[config.mk]
export PLATFORM = sky130hd
export DESIGN_NAME = int_ctrl
export DESIGN_NICKNAME = d
export VERILOG_FILES = /design/src/hw/int_ctrl.v
export VERILOG_INCLUDE_DIRS = /design/src /design/src/common
export SDC_FILE = /design/constraint.sdc
export NUM_CORES = 1
export LEC_CHECK = 0
export BUFFER_PORTS_ARGS = -buffer_cell sky130_fd_sc_hd__buf_2
export CORE_MARGIN = 3
export CORE_UTILIZATION = 42
export CTS_CLUSTER_DIAMETER = 150
export DETAILED_ROUTE_END_ITERATION = 8
export PLACE_DENSITY_LB_ADDON = 0.15
export RECOVER_POWER = 25
export SLEW_MARGIN = 20
export SYNTH_ARGS = -nofsm -noshare
export SYNTH_HDL_FRONTEND = slang
export SYNTH_SLANG_ARGS = --single-unit
[constraint.sdc]
create_clock -name CLOCK -period 1.8 [get_ports CLOCK]
set_clock_uncertainty 0.1 [all_clocks]
set_input_delay 0.36 -clock CLOCK [delete_from_list [all_inputs] [get_ports CLOCK]]
set_output_delay 0.36 -clock CLOCK [all_outputs]
set_load 0.05 [all_outputs]
[src/common/int_ctrl_defs.vh]
`ifndef INT_CTRL_DEFS_VH
`define INT_CTRL_DEFS_VH

// ----------------------------------------------------------------
// register byte addresses
// ----------------------------------------------------------------
`define ADDR_MAIN          5'h00
`define ADDR_EDGE_PRIO     5'h04
`define ADDR_EXT_LINES     5'h08
`define ADDR_RESET_CTRL    5'h0C
`define ADDR_VECTOR        5'h10

// ----------------------------------------------------------------
// main register fields
// ----------------------------------------------------------------
`define MAIN_GLOBAL_GATE   7
`define MAIN_PERIPH_GATE   6
`define MAIN_TIMER_ZERO_EN       5
`define MAIN_EXT0_EN       4
`define MAIN_PORT_EN       3
`define MAIN_TIMER_ZERO_FLAG     2
`define MAIN_EXT0_FLAG     1
`define MAIN_PORT_FLAG     0

// ----------------------------------------------------------------
// edge/priority register fields
// ----------------------------------------------------------------
`define EP_PULLUP_DIS      7
`define EP_EXT0_EDGE       6
`define EP_EXT1_EDGE       5
`define EP_EXT2_EDGE       4
`define EP_TIMER_ZERO_PRIO       2
`define EP_PORT_PRIO       0
`define EP_IMPL_MASK       8'hF5

// ----------------------------------------------------------------
// external-lines register fields
// ----------------------------------------------------------------
`define XL_EXT2_PRIO       7
`define XL_EXT1_PRIO       6
`define XL_EXT2_EN         4
`define XL_EXT1_EN         3
`define XL_EXT2_FLAG       1
`define XL_EXT1_FLAG       0
`define XL_IMPL_MASK       8'hDB

// ----------------------------------------------------------------
// reset-control register and reset values
// ----------------------------------------------------------------
`define RC_PRIO_MODE       7
`define RC_IMPL_MASK       8'h80
`define MAIN_RESET         8'h00
`define EP_RESET           8'hF5
`define XL_RESET           8'hC0
`define RC_RESET           8'h00

// ----------------------------------------------------------------
// vector addresses
// ----------------------------------------------------------------
`define VEC_HIGH           24'h000008
`define VEC_LOW            24'h000018

// ----------------------------------------------------------------
// bus responses
// ----------------------------------------------------------------
`define RESP_OKAY          2'h0
`define RESP_SLVERR        2'h2

`endif

[src/hw/int_ctrl.v]
`timescale 1ns/1ps
`default_nettype none
`include "int_ctrl_defs.vh"

module int_ctrl (
	// clock and reset
	input  wire        CLOCK,
	input  wire        RST,
	// axi4-lite write address
	input  wire [4:0]  S_AXI_AWADDR,
	input  wire        S_AXI_AWVALID,
	output wire        S_AXI_AWREADY,
	// axi4-lite write data
	input  wire [31:0] S_AXI_WDATA,
	input  wire [3:0]  S_AXI_WSTRB,
	input  wire        S_AXI_WVALID,
	output wire        S_AXI_WREADY,
	// axi4-lite write response
	output reg  [1:0]  S_AXI_BRESP,
	output reg         S_AXI_BVALID,
	input  wire        S_AXI_BREADY,
	// axi4-lite read address
	input  wire [4:0]  S_AXI_ARADDR,
	input  wire        S_AXI_ARVALID,
	output wire        S_AXI_ARREADY,
	// axi4-lite read data
	output reg  [31:0] S_AXI_RDATA,
	output reg  [1:0]  S_AXI_RRESP,
	output reg         S_AXI_RVALID,
	input  wire        S_AXI_RREADY,
	// event sources
	input  wire        TIMER_ZERO_OVERFLOW,
	input  wire [2:0]  EXT_LINE,
	input  wire [3:0]  UPPER_PORT_PINS,
	input  wire        PERIPH_REQ,
	input  wire        PERIPH_PRIORITY,
	input  wire [3:0]  PORT_PULLUP_LATCH,
	output reg  [3:0]  PORT_PULLUP_ON,
	// core vector handshake
	output reg         IRQ_VALID,
	output reg  [23:0] IRQ_VECTOR,
	input  wire        IRQ_ACCEPT,
	output reg  [4:0]  PENDING
);

	// ----------------------------------------------------------------
	// registers
	// ----------------------------------------------------------------
	reg  [7:0] main_reg;
	reg  [7:0] edge_prio_reg;
	reg  [7:0] ext_lines_reg;
	reg  [7:0] reset_ctrl_reg;
	reg  [2:0] ext_line_prev_reg;
	reg  [3:0] port_snap_reg;
	reg        aw_got_reg;
	reg        w_got_reg;
	reg  [4:0] aw_addr_reg;
	reg  [7:0] w_data_reg;
	reg        w_lane_reg;

	wire       prio_mode   = reset_ctrl_reg[`RC_PRIO_MODE];
	wire       gate_global = main_reg[`MAIN_GLOBAL_GATE];
	wire       gate_periph = main_reg[`MAIN_PERIPH_GATE];

	// ----------------------------------------------------------------
	// event detection
	// ----------------------------------------------------------------
	wire [2:0] edge_sel = {edge_prio_reg[`EP_EXT2_EDGE], edge_prio_reg[`EP_EXT1_EDGE],
		edge_prio_reg[`EP_EXT0_EDGE]};
	wire [2:0] ext_event;
	genvar gi;
	generate
		for (gi = 0; gi < 3; gi = gi + 1) begin : g_edge
			assign ext_event[gi] = edge_sel[gi] ? (EXT_LINE[gi] & ~ext_line_prev_reg[gi])
				: (~EXT_LINE[gi] & ext_line_prev_reg[gi]);
		end
	endgenerate
	wire       port_mismatch = |(UPPER_PORT_PINS ^ port_snap_reg);

	// hardware set requests, one per flag
	wire       set_timer_zero = TIMER_ZERO_OVERFLOW;
	wire       set_ext0 = ext_event[0];
	wire       set_ext1 = ext_event[1];
	wire       set_ext2 = ext_event[2];
	wire       set_port = port_mismatch;

	// ----------------------------------------------------------------
	// bus decode
	// ----------------------------------------------------------------
	wire       wr_fire   = aw_got_reg && w_got_reg && !S_AXI_BVALID;
	// a clear byte-lane strobe still gets its answer but writes nothing
	wire       wr_ok     = wr_fire && w_lane_reg;
	wire       aw_main   = aw_addr_reg == `ADDR_MAIN;
	wire       aw_ep     = aw_addr_reg == `ADDR_EDGE_PRIO;
	wire       aw_xl     = aw_addr_reg == `ADDR_EXT_LINES;
	wire       aw_rc     = aw_addr_reg == `ADDR_RESET_CTRL;
	wire       wr_main   = wr_ok && aw_main;
	wire       wr_ep     = wr_ok && aw_ep;
	wire       wr_xl     = wr_ok && aw_xl;
	wire       wr_rc     = wr_ok && aw_rc;
	wire       wr_known  = aw_main || aw_ep || aw_xl || aw_rc;
	wire       rd_fire   = S_AXI_ARVALID && !S_AXI_RVALID;
	// the status read doubles as the port read that ends a mismatch
	wire       rd_status = rd_fire && S_AXI_ARADDR == `ADDR_VECTOR;

	assign S_AXI_AWREADY = !aw_got_reg;
	assign S_AXI_WREADY  = !w_got_reg;
	assign S_AXI_ARREADY = !S_AXI_RVALID;

	// ----------------------------------------------------------------
	// request qualification
	// ----------------------------------------------------------------
	// per-source flag fields
	wire       flag_port = main_reg[`MAIN_PORT_FLAG];
	wire       flag_ext0 = main_reg[`MAIN_EXT0_FLAG];
	wire       flag_timer_zero = main_reg[`MAIN_TIMER_ZERO_FLAG];
	wire       flag_ext1 = ext_lines_reg[`XL_EXT1_FLAG];
	wire       flag_ext2 = ext_lines_reg[`XL_EXT2_FLAG];

	// per-source enable fields
	wire       en_port   = main_reg[`MAIN_PORT_EN];
	wire       en_ext0   = main_reg[`MAIN_EXT0_EN];
	wire       en_timer_zero   = main_reg[`MAIN_TIMER_ZERO_EN];
	wire       en_ext1   = ext_lines_reg[`XL_EXT1_EN];
	wire       en_ext2   = ext_lines_reg[`XL_EXT2_EN];

	// per-source priority fields
	wire       prio_port = edge_prio_reg[`EP_PORT_PRIO];
	wire       prio_timer_zero = edge_prio_reg[`EP_TIMER_ZERO_PRIO];
	wire       prio_ext1 = ext_lines_reg[`XL_EXT1_PRIO];
	wire       prio_ext2 = ext_lines_reg[`XL_EXT2_PRIO];
	// line zero has no priority bit and always ranks high
	wire       prio_ext0 = 1'b1;

	// bit order: 0 port, 1 ext0, 2 timer, 3 ext1, 4 ext2; peripheral separate
	wire [4:0] src_flag  = {flag_ext2, flag_ext1, flag_timer_zero, flag_ext0, flag_port};
	wire [4:0] src_en    = {en_ext2, en_ext1, en_timer_zero, en_ext0, en_port};
	wire [4:0] src_req   = src_flag & src_en;
	wire [4:0] src_prio  = {prio_ext2, prio_ext1, prio_timer_zero, prio_ext0, prio_port};
	wire [4:0] hi_req    = src_req & src_prio;
	wire [4:0] lo_req    = src_req & ~src_prio;
	wire       periph_hi = PERIPH_REQ && PERIPH_PRIORITY;
	wire       periph_lo = PERIPH_REQ && !PERIPH_PRIORITY;
	reg        want_high;
	reg        want_low;

	always @* begin
		PENDING   = 5'h00;
		want_high = 1'b0;
		want_low  = 1'b0;
		if (!prio_mode) begin
			// every source ranks high behind the global gate; the peripheral also needs its own gate
			PENDING   = src_req & {5{gate_global}};
			want_high = (|PENDING) || (PERIPH_REQ && gate_global && gate_periph);
		end else begin
			PENDING   = (hi_req & {5{gate_global}}) | (lo_req & {5{gate_periph}});
			want_high = ((|hi_req) && gate_global) || (periph_hi && gate_global);
			want_low  = ((|lo_req) && gate_periph) || (periph_lo && gate_periph);
		end
	end

	// ----------------------------------------------------------------
	// vector output
	// ----------------------------------------------------------------
	// high wins when both levels ask; compatibility mode never asks low
	wire        offer_next  = want_high || want_low;
	wire [23:0] vector_next = want_high ? `VEC_HIGH : `VEC_LOW;

	always @(posedge CLOCK) begin
		if (RST) begin
			IRQ_VALID  <= 1'b0;
			IRQ_VECTOR <= 24'h000000;
		end else if (IRQ_VALID && IRQ_ACCEPT) begin
			IRQ_VALID  <= 1'b0;
		end else begin
			IRQ_VALID  <= offer_next;
			IRQ_VECTOR <= vector_next;
		end
	end

	wire take_high = IRQ_VALID && IRQ_ACCEPT && IRQ_VECTOR == `VEC_HIGH;
	wire take_low  = IRQ_VALID && IRQ_ACCEPT && IRQ_VECTOR == `VEC_LOW;

	// ----------------------------------------------------------------
	// control registers
	// ----------------------------------------------------------------
	always @(posedge CLOCK) begin
		if (RST) begin
			main_reg          <= `MAIN_RESET;
			edge_prio_reg     <= `EP_RESET;
			ext_lines_reg     <= `XL_RESET;
			reset_ctrl_reg    <= `RC_RESET;
			// start from the pin level so a high idle line gives no false edge
			ext_line_prev_reg <= EXT_LINE;
			port_snap_reg     <= 4'h0;
		end else begin
			ext_line_prev_reg <= EXT_LINE;
			// software writes first, so the hardware updates below win
			if (wr_main) begin
				main_reg <= w_data_reg;
			end
			if (wr_ep) begin
				edge_prio_reg <= w_data_reg & `EP_IMPL_MASK;
			end
			if (wr_xl) begin
				ext_lines_reg <= w_data_reg & `XL_IMPL_MASK;
			end
			if (wr_rc) begin
				reset_ctrl_reg <= w_data_reg & `RC_IMPL_MASK;
			end
			// a read of the status word ends the port mismatch
			if (rd_status) begin
				port_snap_reg <= UPPER_PORT_PINS;
			end
			// taking an interrupt closes the gate that let it through
			if (take_high) begin
				main_reg[`MAIN_GLOBAL_GATE] <= 1'b0;
			end
			if (take_low) begin
				main_reg[`MAIN_PERIPH_GATE] <= 1'b0;
			end
			// flag sets come last and beat a same-cycle clear
			if (set_timer_zero) begin
				main_reg[`MAIN_TIMER_ZERO_FLAG] <= 1'b1;
			end
			if (set_ext0) begin
				main_reg[`MAIN_EXT0_FLAG] <= 1'b1;
			end
			if (set_port) begin
				main_reg[`MAIN_PORT_FLAG] <= 1'b1;
			end
			if (set_ext1) begin
				ext_lines_reg[`XL_EXT1_FLAG] <= 1'b1;
			end
			if (set_ext2) begin
				ext_lines_reg[`XL_EXT2_FLAG] <= 1'b1;
			end
		end
	end

	always @* begin
		PORT_PULLUP_ON = edge_prio_reg[`EP_PULLUP_DIS] ? 4'h0 : PORT_PULLUP_LATCH;
	end

	// ----------------------------------------------------------------
	// axi4-lite write channel
	// ----------------------------------------------------------------
	always @(posedge CLOCK) begin
		if (RST) begin
			aw_got_reg   <= 1'b0;
			w_got_reg    <= 1'b0;
			aw_addr_reg  <= 5'h00;
			w_data_reg   <= 8'h00;
			w_lane_reg   <= 1'b0;
			S_AXI_BVALID <= 1'b0;
			S_AXI_BRESP  <= `RESP_OKAY;
		end else begin
			if (S_AXI_AWVALID && !aw_got_reg) begin
				aw_got_reg  <= 1'b1;
				aw_addr_reg <= S_AXI_AWADDR;
			end
			if (S_AXI_WVALID && !w_got_reg) begin
				w_got_reg  <= 1'b1;
				w_data_reg <= S_AXI_WDATA[7:0];
				w_lane_reg <= S_AXI_WSTRB[0];
			end
			if (wr_fire) begin
				S_AXI_BVALID <= 1'b1;
				S_AXI_BRESP  <= wr_known ? `RESP_OKAY : `RESP_SLVERR;
			end else if (S_AXI_BVALID && S_AXI_BREADY) begin
				S_AXI_BVALID <= 1'b0;
				aw_got_reg   <= 1'b0;
				w_got_reg    <= 1'b0;
			end
		end
	end

	// ----------------------------------------------------------------
	// axi4-lite read channel
	// ----------------------------------------------------------------
	reg  [31:0] rd_word;
	reg  [1:0]  rd_resp;

	// read mux: unmapped words answer an error and read zero
	always @* begin
		rd_word = 32'h00000000;
		rd_resp = `RESP_OKAY;
		case (S_AXI_ARADDR)
		`ADDR_MAIN: begin
			rd_word = {24'h000000, main_reg};
		end
		`ADDR_EDGE_PRIO: begin
			rd_word = {24'h000000, edge_prio_reg};
		end
		`ADDR_EXT_LINES: begin
			rd_word = {24'h000000, ext_lines_reg};
		end
		`ADDR_RESET_CTRL: begin
			rd_word = {24'h000000, reset_ctrl_reg};
		end
		`ADDR_VECTOR: begin
			rd_word = {4'h0, UPPER_PORT_PINS, IRQ_VECTOR};
		end
		default: begin
			rd_resp = `RESP_SLVERR;
		end
		endcase
	end

	always @(posedge CLOCK) begin
		if (RST) begin
			S_AXI_RVALID <= 1'b0;
			S_AXI_RDATA  <= 32'h00000000;
			S_AXI_RRESP  <= `RESP_OKAY;
		end else if (rd_fire) begin
			S_AXI_RVALID <= 1'b1;
			S_AXI_RDATA  <= rd_word;
			S_AXI_RRESP  <= rd_resp;
		end else if (S_AXI_RREADY) begin
			S_AXI_RVALID <= 1'b0;
		end
	end

endmodule // int_ctrl

`default_nettype wire

# Word-level counts from Yosys, hierarchy flattened
# Index checks and enable logic that the tools add are counted.
# Widths: inputs -> output; s select.
[classes]
reduce_logical = 52
eq_ne = 9
bitwise_logic = 21
muxes = 28
[ops]
columns = ["cell", "count"]
rows = [
  ["$pmux 28 s5", 1],
  ["$and 5x5->5", 6],
  ["$eq 24x4->1 const B", 1],
  ["$eq 24x5->1 const B", 1],
  ["$logic_and 1x1->1", 23],
  ["$eq 5x4->1 const B", 4],
  ["$mux 1", 20],
  ["$reduce_or 5->1", 4],
  ["$reduce_bool 2->1", 7],
  ["$eq 5x3->1 const B", 2],
  ["$logic_not 5->1", 2],
  ["$mux 5", 2],
  ["$logic_or 1x1->1", 7],
  ["$and 1x1->1", 6],
  ["$mux 2", 3],
  ["$not 1->1", 6],
  ["$reduce_or 2->1", 3],
  ["$eq 5x5->1 const B", 1],
  ["$logic_not 1->1", 5],
  ["$not 5->5", 1],
  ["$or 5x5->5", 1],
  ["$mux 4", 1],
  ["$reduce_or 4->1", 1],
  ["$xor 4x4->4", 1],
  ["$mux 3", 1],
]
[word_totals]
inputBits = 68
regBits = 107
out_inout_bits = 75
wordCells = 135

# Logic depth before layout (Yosys ltp)
[depth]
depth_word = 7
mapped_depth = 6
mapped_depth_nobuf = 4

# Worst setup path before layout
# OpenSTA, ideal clock, no wires.
[synth_path]
kind = "register to register"
start = "register S_AXI_RVALID"
end = "register port_snap_reg[0]"
required_time_ns = 1.568
setup_slack_ns = -0.240
setup_ns = 0.132
period_less_slack_ns = 2.040
t_arrival_ns = 1.808
path_buffers = 0
path_stages_with_launch = 5
path_cell_list = "dfxtp_1 > or4b_1 > or4b_1 > nand2_1 > a21oi_1"
[synth_via]
elab_chain_len = 3
[synth_rtl]
columns = ["element", "line", "rtl"]
rows = [
  ["start: declaration", "int_ctrl.v:29", "output reg S_AXI_RVALID,"],
  ["start signal: assignment", "int_ctrl.v:312", "S_AXI_RVALID <= 1'b0;"],
  ["start signal: assignment", "int_ctrl.v:316", "S_AXI_RVALID <= 1'b1;"],
  ["start signal: assignment", "int_ctrl.v:320", "S_AXI_RVALID <= 1'b0;"],
  ["$logic_not 1->1", "int_ctrl.v:102", "wire rd_fire = S_AXI_ARVALID && !S_AXI_RVALID;"],
  ["$logic_and 1x1->1", "int_ctrl.v:102", ""],
  ["$logic_and 1x1->1 (no line)", "n/a", ""],
  ["end signal: assignment", "int_ctrl.v:195", "port_snap_reg <= 4'h0;"],
  ["end signal: assignment", "int_ctrl.v:213", "port_snap_reg <= UPPER_PORT_PINS;"],
  ["end: declaration", "int_ctrl.v:54", "reg [3:0] port_snap_reg;"],
]
# No other way between the ends.
# A chain may end at the register's enable or synchronous reset.

# Worst setup path in the final report
[layout_path]
start = "register edge_prio_reg[0]"
end = "output port PENDING[0]"
[layout_via]
elab_chain_len = 5
elab_cells_between_ends = 7
cone_classes = "mux: 1; bitwise: 6"
[layout_rtl]
columns = ["element", "line", "rtl"]
rows = [
  ["start: declaration", "int_ctrl.v:50", "reg [7:0] edge_prio_reg;"],
  ["start signal: assignment", "int_ctrl.v:190", "edge_prio_reg <= `EP_RESET;"],
  ["start signal: assignment", "int_ctrl.v:203", "edge_prio_reg <= w_data_reg & `EP_IMPL_MASK;"],
  ["$not 5->5", "int_ctrl.v:141", "wire [4:0] lo_req = src_req & ~src_prio;"],
  ["$and 5x5->5", "int_ctrl.v:141", ""],
  ["$and 5x5->5", "int_ctrl.v:156", "PENDING = (hi_req & {5{gate_global}}) | (lo_req & {5{gate_periph}});"],
  ["$or 5x5->5 *", "int_ctrl.v:156", ""],
  ["$mux 5 *", "int_ctrl.v:151", "if (!prio_mode) begin"],
  ["end: declaration", "int_ctrl.v:43", "output reg [4:0] PENDING"],
]
# Every way passes the cells marked *; elsewhere a longest branch is shown, timed or not.

==> metrics.md <==
| Metric | Value |
|---|---|
| Run status | finished clean |
| Setup TNS after final layout | 0 ns |
| Global routing usage on met1 | 22.8% |
| Post-layout minimum cycle time | 1.75 ns |
| Height of the die | 91.6 um |
| Seq cells post-synth | 63 |
| Post-synth EDFFs | 0 |
| Detail-routed net length per standard cell | 13.0 um |
| Number of global-route vias before repair | 2453 |
| Fin. max-slew vios | 0 |
| Largest area contributor in the netlist | sky130_fd_sc_hd__dfxtp_1 |
| Final antenna-violating net count | 0 |
| Number of antenna violations at the first check in global routing | 0 |
| Post-route non-filler standard cell count | 548 |
| Number of buffers and inverters on the critical path | 1 |
| Setup repair after global routing missed its margin | true |
| Vias per std cell | 4.94 |
| Cell count after placement | 530 |
| Type of the tightest min-delay check | in -> reg |
| Proportion of synthesized chip area in sequential cells | 41.0% |
| Global route hottest layer | met2 |
| Slowest cell on the critical path | sky130_fd_sc_hd__dfxtp_1 |
| Required time reported for the critical path endpoint | 1.34 ns |
| Detailed-route via count | 2709 |
| Number of buffers added on ports | 71 |
| Final critical-path share of the clock period | 97.4% |
| Highest net fanout along the worst path | 5 |
| Number of inserted filler cells in the final layout | 700 |
| CP cell instances | nor2b_4 -> mux2i_1 -> nor2_2 -> buf_6 |
| Gpl congestion | 0.820 |
| First-pass GRT wire length | 11500 um |
| Clock H-tree levels | 3 |
| Primary flip-flop cell chosen by synthesis mapping | sky130_fd_sc_hd__dfxtp_1 |
| Detailed-placement wirelength estimate | 5320 um |
| Sink Count | 63 |
| CP top delay family | flip-flops |
| Clock-pin slew on the worst setup and hold paths | 0.07 ns |
| Inserted Clock Buffers | 9 |
| Drt first pass iters | 4 |
| Delay of the slowest cell on the worst path | 0.48 ns |
| Total number of placement rows | 30 |
| Leftover overflow at the end of global routing | 0 |
| DRC violation total after the first TritonRoute iteration | 170 |
| Warnings from Yosys | 0 |
| Clock Power Share | 35.2% |
| Max reg flops | 12 |
| Overall die width | 91.6 um |
| Post-synthesis async set-or-reset flop share | 0% |
| Fraction of final layout cells sized beyond drive strength 1 | 27.0% |
| TritonCTS clock tree | built |
| Number of top-level pins | 143 |
| Total die area | 0.00840 mm2 |
| All-Layer GR Usage | 17.1% |
| Cell types with the largest area share after synthesis | sky130_fd_sc_hd__dfxtp_1 (41%), sky130_fd_sc_hd__buf_4 (11%), sky130_fd_sc_hd__mux2i_1 (8.5%) |
| Final routed DRC violation total | 0 |
| Total of endpoints with negative setup slack in the final report | 0 |
| Crit path launch type | flip-flop |
| Pwr per Cell Area | 827 mW/mm2 |
| Worst-case clock buffer depth | 2 |
| Switching fraction of total power | 30.9% |
| Number of nets at the end of the flow | 515 |
| Register-to-register path setup slack | 0.05 ns |
| Max-cap viol count | 0 |
| Top-area cell type share of the netlist area | 41.0% |
| Combinational group share of total power | 16.9% |
| Category of the worst setup path capture point | output pin |
| Number of unique standard cell types used by synthesis | 44 |
| Area grow syn2layout | 21.5% |
| Netlist Area Pre-Place | 0.00308 mm2 |
| CTS Root Buffer Type | sky130_fd_sc_hd__clkbuf_8 |
| GR Layer Usage met2 | 26.7% |
| Pint | 2.14 mW |
| Synthesized netlist cell count | 364 |
| Effective utilization at floorplan | 44.3% |
| Critical path class | reg -> out |
| Peak VDD IR | 0.000416 V |
| Static Leak | 1.62 nW |
| Maximum number of pins on one net before global-route repair | 28 |
| Wire length reported by the detailed router | 7140 um |
| Final Hold Viols | 0 |
| Later-pin clock latency in the skew report | 0.33 ns |
| Critical path data arrival time | 1.29 ns |
| Core area | 0.00694 mm2 |
| Part of the power in registers | 47.9% |
| Mean post-synth cell area | 8.46 um2 |
| Global-route met3 utilization | 2.95% |
| Max frequency | 570 MHz |
| Diodes inserted | 0 |
| Sw power | 0.956 mW |
| Smallest hold slack | 0.0863 ns |
[cell usage in the layout (no fill, tap or decap), drive strengths merged, types with 3 or more instances in the layout]
cell type	instances
clkbuf	18
nor2b	10
inv	10
conb	44
mux2	3
clkinv	3
a21oi	38
xor2	4
o21a	3
buf	84
nor4	3
nor2	44
nand3	4
nor3	10
dfxtp	63
mux2i	26
a22oi	6
nand2	45
[Yosys cell counts, types with 2 or more instances]
| library cell | n |
|---|---|
| sky130_fd_sc_hd__xor2_1 | 4 |
| sky130_fd_sc_hd__o21a_1 | 3 |
| sky130_fd_sc_hd__o22ai_1 | 2 |
| sky130_fd_sc_hd__mux2_2 | 3 |
| sky130_fd_sc_hd__o31ai_1 | 2 |
| sky130_fd_sc_hd__inv_1 | 10 |
| sky130_fd_sc_hd__or3_1 | 2 |
| sky130_fd_sc_hd__nor4b_1 | 2 |
| sky130_fd_sc_hd__nand3_1 | 4 |
| sky130_fd_sc_hd__o2bb2ai_1 | 2 |
| sky130_fd_sc_hd__a21oi_1 | 38 |
| sky130_fd_sc_hd__nor2b_1 | 10 |
| sky130_fd_sc_hd__mux2i_1 | 26 |
| sky130_fd_sc_hd__nand2_1 | 45 |
| sky130_fd_sc_hd__nand4_1 | 2 |
| sky130_fd_sc_hd__buf_1 | 4 |
| sky130_fd_sc_hd__a22oi_1 | 6 |
| sky130_fd_sc_hd__a211oi_1 | 2 |
| sky130_fd_sc_hd__a32oi_1 | 2 |
| sky130_fd_sc_hd__clkbuf_1 | 11 |
| sky130_fd_sc_hd__nor4_4 | 2 |
| sky130_fd_sc_hd__nor3_1 | 10 |
| sky130_fd_sc_hd__nor2_1 | 44 |
| sky130_fd_sc_hd__buf_4 | 44 |
| sky130_fd_sc_hd__or4b_1 | 2 |
| sky130_fd_sc_hd__and3_1 | 2 |
| sky130_fd_sc_hd__dfxtp_1 | 63 |
[cells by family (layout without fill, tap and decap cells)]
family          Yosys count  count (layout)  synth area share [%]
buf+inv                  70             115                  14.1
compound gates           64              64                  12.6
flops                    63              63                  41.0
other cells               1              44                 0.122
simple gates            132             132                  20.7
mux                      30              30                  10.3
xor+xnor                  4               4                  1.14
[power groups by stage]
stage | registers (mW) | clock network [mW] | logic, mW
final | 1.48 | 1.09 | 0.523
after global routing | 1.49 | 1.17 | 0.559
after CTS | 1.48 | 1.13 | 0.520
after detailed placement | 1.51 | 0 | 0.519
after global placement | 1.51 | 0 | 0.515
after floorplan | 1.54 | 0 | 0.450
[worst paths after layout]
path                                       start                   end  cells past startpoint
worst max-delay path            edge_prio_reg[0]            PENDING[0]                      4
worst max register to register      S_AXI_RVALID      port_snap_reg[0]                      4
worst min register to register    S_AXI_RDATA[4]        S_AXI_RDATA[4]                      2
worst min-delay path                 EXT_LINE[0]  ext_line_prev_reg[0]                      1
[stage by stage]
step	setup slack, ns	util [%]	power (mW)	instance area [um2]
floorplan	-0.0640	-	1.99	3280
global placement	-0.0968	50.2	2.03	3490
detailed placement	-0.102	50.2	2.03	3490
CTS	-0.0110	53.3	3.13	3700
global route	-0.0442	53.9	3.21	3740
finish	0.0466	53.9	3.09	3740
[layout make-up]
type	count	area (um2)	share of cell area (%)
clock buffers	13	159	4.25
inverters	10	37.5	1.00
well taps	96	120	3.21
multi-input cells	274	1610	43.1
repair buffers	89	520	13.9
flip-flops and latches	63	1270	34.0
clock inverters	3	18.8	0.502
[what timing repair did]
| item | CTS | global route |
|---|---|---|
| setup endpoints to repair | 4 | 18 |
| pin swaps | 0 | 1 |
| hold buffers | 0 | 0 |
| resized for setup | 11 | 14 |
| setup buffers | 2 | 0 |
[per-layer routing]
layer / share of wire, % / vias up / routed length, um
met5: 0 / - / 0
met4: 1.8 / 0 / 126
met3: 8.2 / 14 / 587
met2: 46 / 129 / 3260
met1: 44 / 1239 / 3170
li1: - / 1327 / -
(Power assumes the default switching activity.)
